$ cat src/design/clock_divider_regs.vh
`ifndef CLOCK_DIVIDER_REGS_VH
`define CLOCK_DIVIDER_REGS_VH

// Register byte offsets
`define CTRL_OFFSET 8'h00
`define STATUS_OFFSET 8'h04

// Control register fields
`define CTRL_HOLD_BIT 0
`define CTRL_RESET_VALUE 32'h00000000

// Status register fields
`define STAT_READY_BIT 0
`define STAT_RESET_BIT 1
`define STAT_MODE_BIT 2
`define STAT_SOURCE_BIT 3
`define STAT_CPU_CLOCK_BIT 4
`define STAT_PERIPH_CLOCK_BIT 5
`define STAT_HOLD_BIT 6
`define STAT_COUNT_LSB 8

// Divide-by-three counter
`define DIV_LAST 2'h2
`define DIV_HIGH 2'h0
`define DIV_INIT 2'h2

// Synchroniser pin bundle positions
`define PIN_CRYSTAL 0
`define PIN_EXT_FREQ 1
`define PIN_STRAP 2
`define PIN_MODE_N 3
`define PIN_CLEAR 4
`define PIN_READY_FIRST 5
`define PIN_READY_SECOND 6
`define PIN_QUAL1_N 7
`define PIN_QUAL2_N 8
`define PIN_RESET_REQ_N 9
`define PIN_COUNT 10

`endif

$ cat src/design/pin_synchroniser.v
`default_nettype none
module pin_synchroniser #(
    parameter WIDTH = 1
) (
    input wire clk_i,
    input wire rst_i,
    input wire [WIDTH-1:0] d_i,
    output reg [WIDTH-1:0] q_o
);
    // First stage feeds only the second, to let metastability settle
    reg [WIDTH-1:0] meta;

    always @(posedge clk_i) begin
        if (rst_i) begin
            meta <= {WIDTH{1'b0}};
            q_o <= {WIDTH{1'b0}};
        end else begin
            meta <= d_i;
            q_o <= meta;
        end
    end
endmodule
`default_nettype wire

$ cat src/design/clock_divider_ready_reset_sync.v
// The Wishbone slave port and the address map were chosen for this implementation.
`include "clock_divider_regs.vh"
`default_nettype none
module clock_divider_ready_reset_sync (
    input wire clk_i,
    input wire rst_i,
    // Classic Wishbone slave
    input wire cyc_i,
    input wire stb_i,
    input wire we_i,
    input wire [7:0] adr_i,
    input wire [3:0] sel_i,
    input wire [31:0] dat_i,
    output reg [31:0] dat_o,
    output reg ack_o,
    // Clock sources and strap
    input wire crystal_pin_a_i,
    output reg crystal_pin_b_o,
    input wire external_frequency_in_i,
    input wire source_select_i,
    input wire counter_clear_in_i,
    // Ready inputs
    input wire bus_ready_first_i,
    input wire bus_ready_second_i,
    input wire bus_qualifier_first_n_i,
    input wire bus_qualifier_second_n_i,
    input wire sync_mode_select_n_i,
    // Reset request
    input wire reset_request_n_i,
    // Generated outputs
    output reg cpu_clock_o,
    output reg peripheral_clock_o,
    output reg oscillator_out_o,
    output reg ready_o,
    output reg reset_o
);
    wire [`PIN_COUNT-1:0] pins_raw;
    wire [`PIN_COUNT-1:0] pins;

    reg ctrl_hold;
    reg source_sel;
    reg strap_taken;
    reg strap_settle_a;
    reg strap_settle_b;
    reg crystal_prev;
    reg ext_freq_prev;
    reg [1:0] div_count;
    reg ready_stage_one;
    reg mode_seen;

    wire src_tick;
    wire hold;
    wire cpu_rise;
    wire cpu_fall;
    wire qualified_ready;
    wire bus_req;
    reg [1:0] next_count;
    reg next_stage_two;
    reg [31:0] next_dat;

    // Divider state test, shared by the counter and both clock enables
    function count_is;
        input [1:0] count;
        input [1:0] state;
        begin
            count_is = (count == state);
        end
    endfunction

    // A bus-ready input counts only while its own qualifier is low
    function qualify;
        input ready;
        input enable_n;
        begin
            qualify = ready & ~enable_n;
        end
    endfunction

    assign pins_raw[`PIN_CRYSTAL] = crystal_pin_a_i;
    assign pins_raw[`PIN_EXT_FREQ] = external_frequency_in_i;
    assign pins_raw[`PIN_STRAP] = source_select_i;
    assign pins_raw[`PIN_MODE_N] = sync_mode_select_n_i;
    assign pins_raw[`PIN_CLEAR] = counter_clear_in_i;
    assign pins_raw[`PIN_READY_FIRST] = bus_ready_first_i;
    assign pins_raw[`PIN_READY_SECOND] = bus_ready_second_i;
    assign pins_raw[`PIN_QUAL1_N] = bus_qualifier_first_n_i;
    assign pins_raw[`PIN_QUAL2_N] = bus_qualifier_second_n_i;
    assign pins_raw[`PIN_RESET_REQ_N] = reset_request_n_i;

    // All pins come from outside this clock domain
    pin_synchroniser #(
        .WIDTH(`PIN_COUNT)
    ) u_pins (
        .clk_i(clk_i),
        .rst_i(rst_i),
        .d_i(pins_raw),
        .q_o(pins)
    );

    // Strap is caught once the synchroniser has refilled after reset;
    // its reset value would otherwise always pick the crystal
    always @(posedge clk_i) begin
        if (rst_i) begin
            strap_settle_a <= 1'b0;
            strap_settle_b <= 1'b0;
            strap_taken <= 1'b0;
            source_sel <= 1'b0;
        end else begin
            strap_settle_a <= 1'b1;
            strap_settle_b <= strap_settle_a;
            if (strap_settle_b && !strap_taken) begin
                strap_taken <= 1'b1;
                source_sel <= pins[`PIN_STRAP];
            end
        end
    end

    // Oscillator buffer and feedback drive, free of the strap
    always @(posedge clk_i) begin
        if (rst_i) begin
            oscillator_out_o <= 1'b0;
            crystal_pin_b_o <= 1'b1;
            crystal_prev <= 1'b0;
            ext_freq_prev <= 1'b0;
        end else begin
            oscillator_out_o <= pins[`PIN_CRYSTAL];
            crystal_pin_b_o <= ~pins[`PIN_CRYSTAL];
            crystal_prev <= pins[`PIN_CRYSTAL];
            ext_freq_prev <= pins[`PIN_EXT_FREQ];
        end
    end

    // Rising source edges become one-cycle enables; the source must be well
    // below half of clk_i or edges are missed
    // No tick before the strap is known, so no stray count slips in
    assign src_tick = strap_taken & (source_sel ?
        (pins[`PIN_EXT_FREQ] & ~ext_freq_prev) :
        (pins[`PIN_CRYSTAL] & ~crystal_prev));

    assign hold = pins[`PIN_CLEAR] | ctrl_hold;

    always @* begin
        next_count = div_count;
        if (hold) begin
            next_count = `DIV_INIT;
        end else if (src_tick) begin
            if (count_is(div_count, `DIV_LAST)) begin
                next_count = 2'h0;
            end else begin
                next_count = div_count + 2'h1;
            end
        end
    end

    // Processor clock edges as enables
    assign cpu_rise = ~hold & src_tick & count_is(div_count, `DIV_LAST);
    assign cpu_fall = ~hold & src_tick & count_is(div_count, `DIV_HIGH);

    always @(posedge clk_i) begin
        if (rst_i) begin
            div_count <= `DIV_INIT;
            cpu_clock_o <= 1'b0;
            peripheral_clock_o <= 1'b0;
        end else begin
            div_count <= next_count;
            cpu_clock_o <= count_is(next_count, `DIV_HIGH);
            if (hold) begin
                peripheral_clock_o <= 1'b0;
            end else if (cpu_fall) begin
                peripheral_clock_o <= ~peripheral_clock_o;
            end
        end
    end

    assign qualified_ready =
        qualify(pins[`PIN_READY_FIRST], pins[`PIN_QUAL1_N]) |
        qualify(pins[`PIN_READY_SECOND], pins[`PIN_QUAL2_N]);

    // Mode pin is read live at each falling edge
    always @* begin
        if (pins[`PIN_MODE_N]) begin
            next_stage_two = qualified_ready;
        end else begin
            next_stage_two = qualified_ready & ready_stage_one;
        end
    end

    always @(posedge clk_i) begin
        if (rst_i) begin
            ready_stage_one <= 1'b0;
            ready_o <= 1'b0;
            reset_o <= 1'b1;
            mode_seen <= 1'b0;
        end else begin
            if (cpu_rise) begin
                ready_stage_one <= qualified_ready;
            end
            // Falls only on a processor falling edge, giving full hold
            if (cpu_fall) begin
                ready_o <= next_stage_two;
                mode_seen <= pins[`PIN_MODE_N];
                reset_o <= ~pins[`PIN_RESET_REQ_N];
            end
        end
    end

    // Register bus: one wait cycle, answer held one cycle
    assign bus_req = cyc_i & stb_i;

    always @* begin
        next_dat = 32'h00000000;
        case (adr_i)
            `CTRL_OFFSET: begin
                next_dat[`CTRL_HOLD_BIT] = ctrl_hold;
            end
            `STATUS_OFFSET: begin
                next_dat[`STAT_READY_BIT] = ready_o;
                next_dat[`STAT_RESET_BIT] = reset_o;
                next_dat[`STAT_MODE_BIT] = mode_seen;
                next_dat[`STAT_SOURCE_BIT] = source_sel;
                next_dat[`STAT_CPU_CLOCK_BIT] = cpu_clock_o;
                next_dat[`STAT_PERIPH_CLOCK_BIT] = peripheral_clock_o;
                next_dat[`STAT_HOLD_BIT] = hold;
                next_dat[`STAT_COUNT_LSB+1:`STAT_COUNT_LSB] = div_count;
            end
            default: begin
                next_dat = 32'h00000000;
            end
        endcase
    end

    always @(posedge clk_i) begin
        if (rst_i) begin
            ack_o <= 1'b0;
            dat_o <= 32'h00000000;
            ctrl_hold <= 1'b0;
        end else begin
            ack_o <= bus_req & ~ack_o;
            if (bus_req & ~ack_o) begin
                dat_o <= next_dat;
            end
            // Write lands on the edge at which the master sees ack
            if (bus_req & ack_o & we_i & sel_i[0] &&
                adr_i == `CTRL_OFFSET) begin
                ctrl_hold <= dat_i[`CTRL_HOLD_BIT];
            end
        end
    end
endmodule
`default_nettype wire

$ cat config.mk
export PLATFORM = sky130hd
export DESIGN_NAME = clock_divider_ready_reset_sync
export DESIGN_NICKNAME = d
export VERILOG_FILES = /design/src/design/pin_synchroniser.v /design/src/design/clock_divider_ready_reset_sync.v
export VERILOG_INCLUDE_DIRS = /design/src /design/src/design
export SDC_FILE = /design/constraint.sdc
export NUM_CORES = 1
export LEC_CHECK = 0
export ABC_AREA = 1
export BUFFER_PORTS_ARGS = -buffer_cell sky130_fd_sc_hd__buf_4
export CORE_UTILIZATION = 48
export CTS_CLUSTER_DIAMETER = 200
export DETAILED_ROUTE_END_ITERATION = 8
export PLACE_DENSITY = 0.9
export SYNTH_ARGS = -nofsm -noshare
export SYNTH_HDL_FRONTEND = slang
export SYNTH_SLANG_ARGS = --single-unit
$ cat constraint.sdc
create_clock -name clk_i -period 2.6 [get_ports clk_i]
set_input_delay 0.26 -clock clk_i [delete_from_list [all_inputs] [get_ports clk_i]]
set_output_delay 0.26 -clock clk_i [all_outputs]
set_load 0.05 [all_outputs]
==> metrics.txt <==
RSZ-0062 raised after global routing no; vias in the first global route 1,181; IO Count 98; CTS tree yes; row count 22; setup violators final 0; Cell Chain, Critical Path buf_4; pin count of the biggest net entering global routing 39; share of cells above drive strength 1 20.4%; Area growth, synth to finish 19.1%; maxcap violations 0; fmax 841 MHz; register area share after synthesis 49.8%; post-route minimum period 1.19 ns; CTS Buf Count 5; Vias per Instance 4.39; post-detail-place hpwl 2160 um; Worst EP required 2.34 ns; PwrDens 639 mW/mm^2; DR DRC count 0; WHS 0.164 ns; Hold WC Path Type input port to flop; Max VDD drop 0.346 mV; Reg clk slew, reported paths 0.08 ns; Ys Warns 0; cell family with most CP delay flip-flops; area of the mapped netlist 0.00185 sq mm; Routability Congestion 0.770; cell taking the most area after synthesis dfxtp_1; startpoint types flop; die height 64.1 um; setup_tns 0 ns; hold_buf cts 0; critical path type flop to output port; Initial Util 50.1%; top-area cell type share of the netlist area 49.8%; critical path's largest stage delay 0.40 ns; Slowest cell on crit path dfxtp_1; 1st-iter DRT viols 70; Critical Path Sink Type output port; most frequent cells in the layout dfxtp_1, nor2_1, inv_1, buf_4, nand2_1; Clock Tree Root clkbuf_8; postcts setup bufs 0; most common cell after layout, fill and taps aside dfxtp_1; final hold vios 0; Global Route Usage Sum 15.7%; Yosys reg bits 46; Antenna Cells 0; CTS-repair resized insts 0; Final nets 338; Async SR Flop Fraction 0%; GRT overflow 0; die area 0.00410 sq mm; Synth cell types 23; Cells after Synth 238; initial antenna violation count 0; Routed Antenna Nets 0; Worst EP arrival 0.93 ns; Synth area leaders dfxtp_1, buf_4, nor2_1; Vias 1,441; drt pass-1 iters 4; clk buf depth 2; Die W 64.1 um; port bufs 40; status finished, final reports clean; Final Slew Violations 0; dominant synthesized flop cell dfxtp_1; Wirelength per Cell 9.02 um; worst-path fanout max 3; Pleak 1.09 nW; clock skew 0.00693 ns; WP buf/inv 1; core footprint 0.00369 sq mm; first-pass GRT wire length 4860 um; Mapped Avg Cell Area 7.76 sq um; period utilisation layout 45.7%; DRT Wirelength 2960 um; H-tree depth 2; Sinks on Clock Net 46; Post-synth EDFFs 0; Clk Latency, worst-skew pair 0.30 ns
## registers in the layout, summed over array words and instances (netlist names), 2 cells and up
signal       cells
dat_o            9
u_pins.meta     10
div_count        2
u_pins.q_o      10
## cells in the mapped netlist (2+ instances only)
library cell  number
dfxtp_1           46
nor2_1            44
inv_1             40
nand2_1           35
buf_4             23
nand3_1           15
a21oi_1           13
buf_2              3
inv_2              2
nand2_2            2
nand4_1            2
nor2_4             2
## kinds of logic (layout without fill, tap and decap cells)
kind of cell | Yosys count | in the layout | synth area share (%)
buf+inv | 70 | 90 | 19.2
compound gates | 16 | 16 | 4.54
flops | 46 | 46 | 49.8
simple gates | 105 | 105 | 26.3
other cells | 1 | 23 | 0.203
## path summary, 6_finish.rpt
check | slack [ns] | cells after the start | from | endpoint
max reg2reg | 1.47 | 6 | source_sel | mode_seen
max | 1.41 | 1 | ack_o | ack_o
min | 0.16 | 3 | bus_ready_first_i | u_pins.meta[5]
min reg2reg | 0.41 | 2 | u_pins.meta[8] | u_pins.q_o[8]
## cell type report
type | count | area [sq um]
clock inverters | 1 | 30.0
well taps | 48 | 60.1
fillers | 339 | 1490
flip-flops and latches | 46 | 921
multi-input cells | 144 | 656
repair buffers | 40 | 300
clock buffers | 7 | 76.3
inverters | 42 | 158
## per-stage QoR
stage / cells / util (%) / area [sq um] / setup slack (ns) / power (mW)
2_1_floorplan: 260 / - / 1930 / 1.31 / 0.904
3_3_place_gp: 320 / 56.8 / 2090 / 1.41 / 0.914
3_5_place_dp: 320 / 56.8 / 2090 / 1.37 / 0.917
4_1_cts: 328 / 59.7 / 2200 / 1.41 / 1.42
5_1_grt: 328 / 59.7 / 2200 / 1.33 / 1.46
6_report: 328 / 59.7 / 2200 / 1.41 / 1.41
## power breakdown
part | switching [mW] | internal [mW] | leakage (nW)
Clock | 0.218 | 0.287 | 0.0524
Sequential | 0.0102 | 0.725 | 0.377
Combinational | 0.124 | 0.0410 | 0.663
## metal layers
metal / track usage, % / routed length [um] / vias to the layer above
li1: - / - / 748
met1: 17.1 / 1240 / 641
met2: 27.3 / 1510 / 45
met3: 4.82 / 152 / 7
met4: 7.67 / 61 / 0
met5: 0 / 0 / -
Power figures use the tool's default switching activity.
